--- src/design/adc_ctl_pkg.sv ---
// Shared constants and types for the converter control word logic
package adc_ctl_pkg;

    // ------------------------------------------------------------
    // Control word layout
    // ------------------------------------------------------------
    localparam int CW_WIDTH = 12;
    localparam int POWER_SEL_HI_BIT = 11;
    localparam int POWER_SEL_LO_BIT = 10;
    localparam int CODING_BIT = 9;
    localparam int REF_SRC_BIT = 8;
    localparam int SPARE_ZERO_BIT = 7;
    localparam int CHANNEL_SEL_HI_BIT = 6;
    localparam int CHANNEL_SEL_LO_BIT = 5;
    localparam int INPUT_KIND_HI_BIT = 4;
    localparam int INPUT_KIND_LO_BIT = 3;
    localparam int SEQUENCING_CTL_LO_BIT = 2;
    localparam int SEQUENCING_CTL_HI_BIT = 1;
    localparam int RANGE_BIT = 0;

    // Word after reset: normal power, everything else at zero
    localparam logic [CW_WIDTH-1:0] CTL_RESET_WORD = 12'hc00;

    // ------------------------------------------------------------
    // Field encodings
    // ------------------------------------------------------------
    typedef enum logic [1:0] {
        PM_AUTO_STANDBY = 2'h0,
        PM_AUTO_SHUTDOWN = 2'h1,
        PM_FULL_SHUTDOWN = 2'h2,
        PM_NORMAL = 2'h3
    } power_mode_t;

    typedef enum logic [1:0] {
        KIND_SINGLE = 2'h0,
        KIND_PSEUDO = 2'h1,
        KIND_DIFF = 2'h2,
        KIND_UNUSED = 2'h3
    } input_kind_t;

    typedef enum logic [1:0] {
        SEQ_OFF = 2'h0,
        SEQ_UNUSED = 2'h1,
        SEQ_HOLD = 2'h2,
        SEQ_CONT = 2'h3
    } seq_ctl_t;

    // Power state machine, one-hot
    typedef enum logic [3:0] {
        PS_RUN = 4'h1,
        PS_WAKE = 4'h2,
        PS_STANDBY = 4'h4,
        PS_SHUTDOWN = 4'h8
    } pwr_state_t;

    // ------------------------------------------------------------
    // Timing
    // ------------------------------------------------------------
    localparam int CLK_FREQ_MHZ = 200;
    localparam int STANDBY_WAKE_NS = 1000;
    localparam int STANDBY_WAKE_CYC = (STANDBY_WAKE_NS * CLK_FREQ_MHZ + 999) / 1000;
    localparam int WAKE_W = 16;
    localparam logic [WAKE_W-1:0] WAKE_ONE = 16'h0001;

endpackage

--- src/design/ctl_word_if.sv ---
// Carrier for the captured control word between capture and decoder
interface ctl_word_if;
    import adc_ctl_pkg::*;

    logic [CW_WIDTH-1:0] word;
    logic commit;

    modport capture (
        output word,
        output commit
    );

    modport decoder (
        input word,
        input commit
    );
endinterface

--- src/design/word_capture.sv ---
// Parallel port write capture for the control word
module word_capture
    import adc_ctl_pkg::*;
(
    // Clock and reset
    input wire logic ref_clk,
    input wire logic reset,
    // Host write port
    input wire logic cs_n,
    input wire logic wr_n,
    input wire logic [CW_WIDTH-1:0] data_in,
    // Captured word toward the decoder
    ctl_word_if.capture cw
);

    typedef struct packed {
        logic active;
        logic [CW_WIDTH-1:0] shadow;
    } cap_state_t;

    cap_state_t st_reg;
    cap_state_t st_next;
    logic strobe;

    // Write is live while both strobes are low
    assign strobe = !cs_n && !wr_n;

    // Latest bus value during the strobe wins
    always_comb begin
        st_next = st_reg;
        st_next.active = strobe;
        if (strobe) begin
            st_next.shadow = data_in;
        end
    end

    always_ff @(posedge ref_clk) begin
        if (reset) begin
            st_reg <= '{active: 1'b0, shadow: CTL_RESET_WORD};
        end else begin
            st_reg <= st_next;
        end
    end

    // Commit on the strobe's trailing edge, so a half-settled bus is never used
    assign cw.commit = st_reg.active && !strobe;
    assign cw.word = st_reg.shadow;

endmodule

--- src/design/input_router.sv ---
// Maps channel address and input kind onto positive and negative inputs
module input_router
    import adc_ctl_pkg::*;
(
    // Selection
    input wire logic [1:0] channel,
    input wire input_kind_t kind,
    // Multiplexer selects
    output logic [1:0] pos_sel,
    output logic [1:0] neg_sel,
    output logic neg_ground
);

    // Paired modes use the partner of the same pair; the unused kind
    // falls back to single ended so the negative input never floats
    always_comb begin
        pos_sel = channel;
        neg_sel = channel ^ 2'h1;
        neg_ground = 1'b1;
        case (kind)
            KIND_DIFF: begin
                neg_ground = 1'b0;
            end
            KIND_PSEUDO: begin
                neg_ground = 1'b0;
            end
            default: begin
                neg_sel = 2'h0;
                neg_ground = 1'b1;
            end
        endcase
    end

endmodule

--- src/design/adc_control_word_decoder.sv ---
// Control word decoder with sequencer and power management for the converter
module adc_control_word_decoder
    import adc_ctl_pkg::*;
#(
    parameter int SHUTDOWN_WAKE_CYC = 400
)
(
    // Clock and reset
    input wire logic ref_clk,
    input wire logic reset,
    // Host parallel write port
    input wire logic cs_n,
    input wire logic wr_n,
    input wire logic [CW_WIDTH-1:0] data_in,
    // Conversion engine handshake
    input wire logic conv_start,
    input wire logic conv_done,
    output logic conv_busy,
    output logic [1:0] conv_channel,
    // Settings of the conversion in progress
    output logic coding_binary,
    output logic ref_external,
    output logic range_double,
    output logic [1:0] pos_input_sel,
    output logic [1:0] neg_input_sel,
    output logic neg_to_ground,
    // Power control
    output logic [1:0] power_mode,
    output logic core_power_on,
    output logic ref_power_on,
    output logic power_ready
);

    // ------------------------------------------------------------
    // State
    // ------------------------------------------------------------
    // All decoder state outside the capture stage in one word; the settings fields are the copy
    // frozen at the start of the running conversion
    typedef struct packed {
        logic [CW_WIDTH-1:0] ctl_word;
        pwr_state_t pwr;
        logic [WAKE_W-1:0] wake_cnt;
        logic start_pending;
        logic busy;
        logic seq_running;
        logic [1:0] seq_next;
        logic [1:0] conv_ch;
        logic coding;
        logic ref_ext;
        logic range2x;
        logic [1:0] pos_sel;
        logic [1:0] neg_sel;
        logic neg_gnd;
    } dec_state_t;

    localparam dec_state_t STATE_RESET = '{
        ctl_word: CTL_RESET_WORD,
        pwr: PS_RUN,
        wake_cnt: '0,
        start_pending: 1'b0,
        busy: 1'b0,
        seq_running: 1'b0,
        seq_next: 2'h0,
        conv_ch: 2'h0,
        coding: 1'b0,
        ref_ext: 1'b0,
        range2x: 1'b0,
        pos_sel: 2'h0,
        neg_sel: 2'h0,
        neg_gnd: 1'b1
    };

    // Wake times in clock cycles; the shutdown one is longer because the
    // reference has to settle as well
    localparam logic [WAKE_W-1:0] STANDBY_WAKE = WAKE_W'(STANDBY_WAKE_CYC);
    localparam logic [WAKE_W-1:0] SHUTDOWN_WAKE = WAKE_W'(SHUTDOWN_WAKE_CYC);

    dec_state_t st_reg;
    dec_state_t st_next;

    // ------------------------------------------------------------
    // Write capture
    // ------------------------------------------------------------
    // Capture stage holds the word until the strobe has ended
    ctl_word_if cw ();

    word_capture u_capture (
        .ref_clk(ref_clk),
        .reset(reset),
        .cs_n(cs_n),
        .wr_n(wr_n),
        .data_in(data_in),
        .cw(cw)
    );

    // ------------------------------------------------------------
    // Field decode of the stored word; the sequencing field also from the incoming word
    // ------------------------------------------------------------
    // Bit 7 is never decoded; a stray one from the host has no effect
    power_mode_t pm_field;
    input_kind_t kind_field;
    seq_ctl_t seq_field;
    seq_ctl_t new_seq_field;
    logic [1:0] addr_field;

    assign pm_field = power_mode_t'({st_reg.ctl_word[POWER_SEL_HI_BIT],
                                     st_reg.ctl_word[POWER_SEL_LO_BIT]});
    assign kind_field = input_kind_t'({st_reg.ctl_word[INPUT_KIND_HI_BIT],
                                       st_reg.ctl_word[INPUT_KIND_LO_BIT]});
    assign seq_field = seq_ctl_t'({st_reg.ctl_word[SEQUENCING_CTL_HI_BIT],
                                   st_reg.ctl_word[SEQUENCING_CTL_LO_BIT]});
    assign new_seq_field = seq_ctl_t'({cw.word[SEQUENCING_CTL_HI_BIT],
                                       cw.word[SEQUENCING_CTL_LO_BIT]});
    assign addr_field = {st_reg.ctl_word[CHANNEL_SEL_HI_BIT],
                         st_reg.ctl_word[CHANNEL_SEL_LO_BIT]};

    // ------------------------------------------------------------
    // Channel choice for a conversion starting now
    // ------------------------------------------------------------
    logic seq_step;
    logic [1:0] start_ch;
    logic [1:0] follow_ch;
    logic [1:0] route_pos;
    logic [1:0] route_neg;
    logic route_gnd;

    // Sequencer position lives in seq_next, the channel after the last one
    // Hold mode only steps while a sequence is already under way
    assign seq_step = (seq_field == SEQ_CONT) ||
                      ((seq_field == SEQ_HOLD) && st_reg.seq_running);
    assign start_ch = seq_step ? (st_reg.seq_running ? st_reg.seq_next : 2'h0)
                               : addr_field;
    // Wrap at the final channel; >= also covers a final channel lowered mid-sequence
    assign follow_ch = (start_ch >= addr_field) ? 2'h0 : start_ch + 2'h1;

    input_router u_router (
        .channel(start_ch),
        .kind(kind_field),
        .pos_sel(route_pos),
        .neg_sel(route_neg),
        .neg_ground(route_gnd)
    );

    // ------------------------------------------------------------
    // Next state
    // ------------------------------------------------------------
    logic go;

    always_comb begin
        st_next = st_reg;
        go = 1'b0;

        // Control word update; stored word never drives any read path
        // A write landing on the same edge as a start is seen by the
        // conversion after it, never by that start
        if (cw.commit) begin
            st_next.ctl_word = cw.word;
            // Continuous mode restarts from channel 0, hold mode keeps going
            if (new_seq_field == SEQ_CONT) begin
                st_next.seq_running = 1'b0;
            end else if (new_seq_field != SEQ_HOLD) begin
                st_next.seq_running = 1'b0;
            end
        end

        // End of conversion
        if (conv_done && st_reg.busy) begin
            st_next.busy = 1'b0;
        end

        // Power state machine
        // Run: circuits up, starts accepted
        // Wake: counting down the power-up time; starts are remembered
        // Standby: core down, reference up; a start wakes it
        // Shutdown: everything down, the stored word is kept
        case (st_reg.pwr)
            PS_RUN: begin
                if (pm_field == PM_FULL_SHUTDOWN) begin
                    st_next.pwr = PS_SHUTDOWN;
                    st_next.busy = 1'b0;
                    st_next.start_pending = 1'b0;
                end else if (conv_done && st_reg.busy) begin
                    if (pm_field == PM_AUTO_SHUTDOWN) begin
                        st_next.pwr = PS_SHUTDOWN;
                    end else if (pm_field == PM_AUTO_STANDBY) begin
                        st_next.pwr = PS_STANDBY;
                    end
                end else if ((conv_start || st_reg.start_pending) && !st_reg.busy) begin
                    go = 1'b1;
                    st_next.start_pending = 1'b0;
                end
            end
            PS_WAKE: begin
                if (pm_field == PM_FULL_SHUTDOWN) begin
                    st_next.pwr = PS_SHUTDOWN;
                    st_next.start_pending = 1'b0;
                end else begin
                    if (conv_start) begin
                        st_next.start_pending = 1'b1;
                    end
                    if (st_reg.wake_cnt <= WAKE_ONE) begin
                        st_next.pwr = PS_RUN;
                        st_next.wake_cnt = '0;
                    end else begin
                        st_next.wake_cnt = st_reg.wake_cnt - WAKE_ONE;
                    end
                end
            end
            PS_STANDBY: begin
                // Reference stayed up, so the return is the short one
                if (pm_field == PM_FULL_SHUTDOWN) begin
                    st_next.pwr = PS_SHUTDOWN;
                end else if (conv_start || pm_field == PM_NORMAL) begin
                    st_next.pwr = PS_WAKE;
                    st_next.wake_cnt = STANDBY_WAKE;
                    st_next.start_pending = conv_start;
                end
            end
            PS_SHUTDOWN: begin
                // Full shutdown ignores starts; only a new power mode leaves it
                if (pm_field == PM_NORMAL) begin
                    st_next.pwr = PS_WAKE;
                    st_next.wake_cnt = SHUTDOWN_WAKE;
                end else if (conv_start && pm_field != PM_FULL_SHUTDOWN) begin
                    st_next.pwr = PS_WAKE;
                    st_next.wake_cnt = SHUTDOWN_WAKE;
                    st_next.start_pending = 1'b1;
                end
            end
            default: begin
                st_next.pwr = PS_RUN;
            end
        endcase

        // Conversion start: freeze the settings it runs with
        // so a write during the conversion cannot disturb the analog path
        if (go) begin
            st_next.busy = 1'b1;
            st_next.conv_ch = start_ch;
            st_next.seq_running = seq_step;
            st_next.seq_next = follow_ch;
            st_next.coding = st_reg.ctl_word[CODING_BIT];
            st_next.ref_ext = st_reg.ctl_word[REF_SRC_BIT];
            st_next.range2x = st_reg.ctl_word[RANGE_BIT];
            st_next.pos_sel = route_pos;
            st_next.neg_sel = route_neg;
            st_next.neg_gnd = route_gnd;
        end
    end

    // ------------------------------------------------------------
    // State register
    // ------------------------------------------------------------
    always_ff @(posedge ref_clk) begin
        if (reset) begin
            st_reg <= STATE_RESET;
        end else begin
            st_reg <= st_next;
        end
    end

    // ------------------------------------------------------------
    // Outputs
    // ------------------------------------------------------------
    // Settings stay frozen for the whole conversion; a write mid-conversion
    // waits for the next start
    assign conv_busy = st_reg.busy;
    assign conv_channel = st_reg.conv_ch;
    assign coding_binary = st_reg.coding;
    assign ref_external = st_reg.ref_ext;
    assign range_double = st_reg.range2x;
    assign pos_input_sel = st_reg.pos_sel;
    assign neg_input_sel = st_reg.neg_sel;
    assign neg_to_ground = st_reg.neg_gnd;

    // Power on and ready outputs follow the state, power_mode the stored word; reference only drops in shutdown
    // Power ready low means a start is held off or remembered
    assign power_mode = pm_field;
    assign core_power_on = (st_reg.pwr == PS_RUN) || (st_reg.pwr == PS_WAKE);
    assign ref_power_on = (st_reg.pwr != PS_SHUTDOWN);
    assign power_ready = (st_reg.pwr == PS_RUN);

endmodule

--- config.mk ---
export PLATFORM = sky130hd
export DESIGN_NAME = adc_control_word_decoder
export DESIGN_NICKNAME = d
export VERILOG_FILES = /design/src/design/adc_ctl_pkg.sv /design/src/design/ctl_word_if.sv /design/src/design/word_capture.sv /design/src/design/input_router.sv /design/src/design/adc_control_word_decoder.sv
export SDC_FILE = /design/constraint.sdc
export NUM_CORES = 1
export LEC_CHECK = 0
export BUFFER_PORTS_ARGS = -buffer_cell sky130_fd_sc_hd__buf_2
export CAP_MARGIN = 40
export CORE_MARGIN = 2
export CORE_UTILIZATION = 62
export CTS_BUF_LIST = sky130_fd_sc_hd__clkbuf_16
export DETAILED_ROUTE_END_ITERATION = 8
export PLACE_DENSITY = 0.84
export RECOVER_POWER = 25
export SLEW_MARGIN = 10
export SYNTH_ARGS = -nofsm -noshare
export SYNTH_HDL_FRONTEND = slang
export SYNTH_SLANG_ARGS = --single-unit
--- constraint.sdc ---
create_clock -name ref_clk -period 4.16 [get_ports ref_clk]
set_input_delay 0.624 -clock ref_clk [delete_from_list [all_inputs] [get_ports ref_clk]]
set_output_delay 0.624 -clock ref_clk [all_outputs]
set_load 0.01 [all_outputs]
[Word-level counts from Yosys, hierarchy flattened]
Index checks and enable logic that the tools add are counted.
Storage, ports and cells
  logic and storage cells: 110
  register bits: 58
Operators by class
  magnitude comparators: 2
  bitwise gates (word level): 1
  equality and inequality tests: 28
  reduce and logical (&&, ||, !) cells: 24
  mux-type cells: 38
  add/subtract/negate cells: 2
Operators by type and width (number)
  $pmux W16 S3: 1
  $mux W21: 2
  $mux W16: 2
  $mux W4: 7
  $mux W20: 1
  $mux W1: 17
  $mux W17: 1
  $le A16 B1 Y1 const B: 1
  $pmux W4 S4: 1
  $sub A16 B1 Y16 const B: 1
  $mux W14: 1
  $ne A2 B2 Y1 const B: 7
  $eq A2 B2 Y1 const B: 6
  $ne A3 B3 Y1 const B: 4
  $reduce_and A5 Y1: 2
  $mux W2: 4
  $reduce_and A8 Y1: 1
  $logic_and A1 B1 Y1: 6
  $ne A3 B1 Y1 const B: 2
  $reduce_bool A3 Y1: 2
  $eq A2 B1 Y1 const B: 2
  $eq A4 B1 Y1 const B: 1
  $eq A4 B2 Y1 const B: 1
  $eq A4 B3 Y1 const B: 1
  other kinds (15): 21

[Longest topological paths before layout]
  word-level depth: 8
  depth in mapped cells: 9

[Modules after synthesis]
From an unflattened synthesis, not the netlist that was laid out.
Second synthesis, totals
  cells, all modules: 368
  area total of the unflattened synthesis: 3130.5 um2
By module, submodules not included
  adc_control_word_decoder: seq. area each 920.9 um2, instances 1, cells an instance 296, area each 2483.6 um2
  word_capture: seq. area each 260.2 um2, instances 1, cells an instance 67, area each 613.1 um2
  input_router: seq. area each 0.0 um2, instances 1, cells an instance 5, area each 33.8 um2

[Worst setup path after synthesis]
No wires, ideal clock.
  path type: register to register
  start: register st_reg (netlist bit power_mode[0])
  end: register st_reg[29] (netlist name)
  path buffers: 2
  slack: 2119 ps
  data arrival time: 1909 ps
  setup time: 132 ps
  required time: 4028 ps
  cell stages (with the launch flop): 10
  period minus slack after synthesis: 2041 ps
  cell sequence: dfxtp_1 inv_1 ha_1 clkbuf_1 nor3b_1 o311ai_0 a211o_2 buf_6 o21ai_0 a21oi_1
Between the ends
  cells in the longest elaborated chain, start to end: 4
RTL lines
  from (decl): RTL line adc_control_word_decoder.sv:78  | dec_state_t st_reg;
  from (signal assigned): RTL line adc_control_word_decoder.sv:258  | st_reg <= st_next;
  $ne A2 B2 Y1 or $eq A2 B2 Y1 (tied branches): RTL line adc_control_word_decoder.sv:224, adc_control_word_decoder.sv:213, adc_control_word_decoder.sv:221
  $logic_and A1 B1 Y1 or $logic_or A1 B1 Y1 (tied branches): RTL line adc_control_word_decoder.sv:224, adc_control_word_decoder.sv:213
  $ne A3 B3 Y1 (no source line) or $ne A2 B2 Y1 (tied branches)
  $reduce_and A5 Y1 (no source line)
Parallel ways exist; a longest one is shown, timed or not.
A chain may end at the register's enable or synchronous reset.

==> flow_metrics.env <==
export IMPL_die_height_um=72.0
export IMPL_ys_types=56
export IMPL_rsz_0062_raised_after_global_routing="no"
export IMPL_worst_pin_slew_ps=1430
export IMPL_drtAntennaViolNets=0
export IMPL_synth_ff_latch_count=56
export IMPL_initial_utilization=0.650
export IMPL_power_static_leakage_nw=1.21
export IMPL_finalNetCount=397
export IMPL_netlist_top_cells_area="dfxtp_1 (39%), nand2_1 (8.8%), a21oi_1 (7.5%)"
export IMPL_gr_usage_all_layers=0.246
export IMPL_post_synth_cell_area_avg_um2=8.00
export IMPL_powerDensity_nw_per_um2=502
export IMPL_synth_main_ff_cell="dfxtp_1"
export IMPL_path_delay_family="buffers and inverters"
export IMPL_synth_sequential_area_ratio=0.391
export IMPL_final_cell_mix="nand2_1 (67), dfxtp_1 (56), a21oi_1 (43)"
export IMPL_synthesis_instances=359
export IMPL_via_count_of_the_first_global_routing_pass=2338
export IMPL_hold_start="u_capture.cw.word[4]"
export IMPL_post_cts_setup_buffer_count=0
export IMPL_worst_path_max_fanout=33
export IMPL_crit_required_ps=4340
export IMPL_fmax_mhz=373
export IMPL_tns_ps=0
export IMPL_whs_path_depth=2
export IMPL_finalSetupViolations=0
export IMPL_syn_cell_area_um2=2870
export IMPL_synth_enable_flop_cells=0
export IMPL_critPathMostFrequentCell="clkbuf_1"
export IMPL_hpwl_reported_at_the_end_of_detailed_placement_um=4080
export IMPL_wl_per_cell_um=14.2
export IMPL_clk_transition_reported_paths_ps=70
export IMPL_crit_path_cell_trace="clkbuf_1 -> clkbuf_1 -> or4b_2 -> o21ai_0"
export IMPL_antenna_diode_count=0
export IMPL_grt_first_pass_wirelength_um=10400
export IMPL_rows=24
export IMPL_p_switching_mw=0.524
export IMPL_max_stage_delay_ps=1110
export IMPL_dieArea_um2=5190
export IMPL_grt_start_max_net_pins=34
export IMPL_finish_utilization=0.704
export IMPL_initialDrtViolationCount=160
export IMPL_viasPerCell=5.95
export IMPL_capture_endpoint_of_the_worst_hold_path="kind_field[1]"
export IMPL_drt_pass1_iter_count=4
export IMPL_final_period_minus_worst_setup_slack_ps=2680
export IMPL_synth_largest_area_cell="dfxtp_1"
export IMPL_critical_path_startpoint_type="primary input"
export IMPL_worst_endpoint_arrival_ps=2860
export IMPL_core_region_area_um2=4410
export IMPL_power_switching_share=0.336
export IMPL_pwr_share_seq=0.400
export IMPL_vias=2523
export IMPL_timing_slew_headroom=0.0493
export IMPL_final_layout_size_suffix_gt1_frac=0.121
export IMPL_critical_path_slowest_cell="clkbuf_1"
export IMPL_cts_resized=0
export IMPL_max_vdd_drop_v=0.000240
export IMPL_clock_tree_htree_level_count=2
export IMPL_timing_hold_violations_final=0
export IMPL_grt_overflow_total=0
export IMPL_numPortBuffers=32
export IMPL_clockPowerShare=0.307
export IMPL_regToRegEndpoint="st_reg[21]"
export IMPL_cts_tree="done"
export IMPL_drt_wl_total_um=6030
export IMPL_number_of_slew_limit_violations_in_the_final_report=0
export IMPL_ys_warnings_count=0
export IMPL_antenna_found_initial=0
export IMPL_cp_num_buf_inv=2
export IMPL_layout_commonest_cell="nand2_1"
export IMPL_post_cts_hold_buffer_count=0
export IMPL_die_width_um=72.0
export IMPL_int_pwr_mw=1.04
export IMPL_cts_sinks=56
export IMPL_clkLatencyLatePin_ps=290
export IMPL_synth_top_cell_area_share=0.391
export IMPL_critPathCaptureType="flop"
export IMPL_async_flop_share=0
export IMPL_clockBufferDepth=2
export IMPL_reg2reg_from="power_mode[0]"
export IMPL_path_class="in2reg"
export IMPL_drc_errors=0
export IMPL_combPwrFrac=0.293
export IMPL_run_status="complete, no violations"
export IMPL_hold_path_class="reg2reg"
export IMPL_globalplace_congestion=0.863
export IMPL_drv_cap=0
export IMPL_postSynthNetCount=385
export IMPL_ff2ff_path_depth=7
export IMPL_worst_reg2reg_setup_slack_ps=1510
export IMPL_largest_register_ff_count=27
export IMPL_final_area_um2=3110
export IMPL_place_area_um2=2970
export IMPL_io_pins=34
export IMPL_cts_root_buf="clkbuf_16"
export IMPL_number_of_cts_inserted_buffers=5
export IMPL_finalClockSkew_ps=4.12
export IMPL_final_min_period_over_clock_period=0.644
export IMPL_area_overhead_vs_synth_pct=8.20
[cells by family (layout without fill, tap and decap cells)]
logic type,after synthesis,after routing,share of synthesized area
buf+inv,42,55,0.0741
fa+ha+maj,8,8,0.0349
simple gates,149,149,0.260
compound gates,99,99,0.225
xor+xnor,5,5,0.0153
flops,56,56,0.391
[metrics by stage]
| stage | total power, mW | hold WS (ps) | instances | worst slack (ps) |
|---|---|---|---|---|
| detailed placement | 1.09 | 444 | 416 | 1600 |
| floorplan | 0.993 | 432 | 359 | 2120 |
| CTS | 1.57 | 454 | 424 | 1590 |
| finish | 1.56 | 451 | 424 | 1480 |
| global placement | 1.07 | 440 | 414 | 1680 |
| global route | 1.65 | 471 | 424 | 1260 |
[Yosys cell counts (2+ instances only)]
| cell type | n |
|---|---|
| clkbuf_1 | 11 |
| nor2_1 | 24 |
| xnor2_1 | 2 |
| buf_2 | 4 |
| o211a_1 | 2 |
| nand3_1 | 8 |
| buf_6 | 2 |
| a21oi_1 | 43 |
| nand2_1 | 67 |
| or3_1 | 6 |
| nor2b_1 | 2 |
| buf_4 | 9 |
| o21bai_1 | 2 |
| ha_1 | 8 |
| inv_1 | 12 |
| a31oi_1 | 7 |
| o21ai_0 | 14 |
| a211o_1 | 3 |
| dfxtp_1 | 56 |
| o311ai_0 | 3 |
| a32oi_1 | 2 |
| and2_1 | 5 |
| a22oi_1 | 4 |
| nand3b_1 | 4 |
| nand2b_1 | 4 |
| xor2_1 | 3 |
| nor3_1 | 9 |
| or2_2 | 2 |
| or4b_2 | 3 |
| nand4_1 | 2 |
| a211oi_1 | 5 |
| buf_1 | 3 |
| nor4_1 | 4 |
| nor3b_1 | 2 |
[final cells by class]
class	instances	area, µm²
clock buffers	5	125
inverters	12	45.0
multi-input cells	261	1540
clock inverters	3	42.5
well taps	52	65.1
flip-flops and latches	56	1120
fillers	361	1310
repair buffers	35	170
[power groups by stage]
stage	combinational [mW]	clock [mW]	sequential, mW
after detailed placement	0.453	0	0.635
after floorplan	0.388	0	0.605
final	0.456	0.479	0.624
after CTS	0.460	0.485	0.623
after global placement	0.440	0	0.632
after global routing	0.514	0.501	0.632
[metal layers]
metal	share of wire	wire length, µm	vias up	global-route usage
li1	-	-	1279	-
met1	0.48	2890	1174	0.332
met2	0.46	2780	61	0.395
met3	0.045	272	9	0.0403
met4	0.014	83	0	0.101
met5	0	0	-	0
[worst register-to-register path, delay by kind of cell, from the launching register on]
kind	cells	cell delay (ps)
flip-flops	1	400
AO/OA/AOI/OAI	4	1430
adder cells (fa/ha/maj)	1	350
buffers and inverters	1	100
AND/OR/NAND/NOR	1	280
[worst max-delay path by stage]
| stage | start | endpoint | slack, ps | cells after the start |
|---|---|---|---|---|
| 2_1_floorplan | power_mode[0] | st_reg[29] | 2120 | 9 |
| 3_3_place_gp | power_mode[0] | st_reg[30] | 1680 | 7 |
| 3_5_place_dp | power_mode[0] | st_reg[21] | 1600 | 7 |
| 4_1_cts | power_mode[0] | st_reg[21] | 1590 | 7 |
| 5_1_grt | reset | st_reg[33] | 1260 | 4 |
| 6_report | reset | st_reg[14] | 1480 | 4 |
Power figures use the tool's default switching activity.
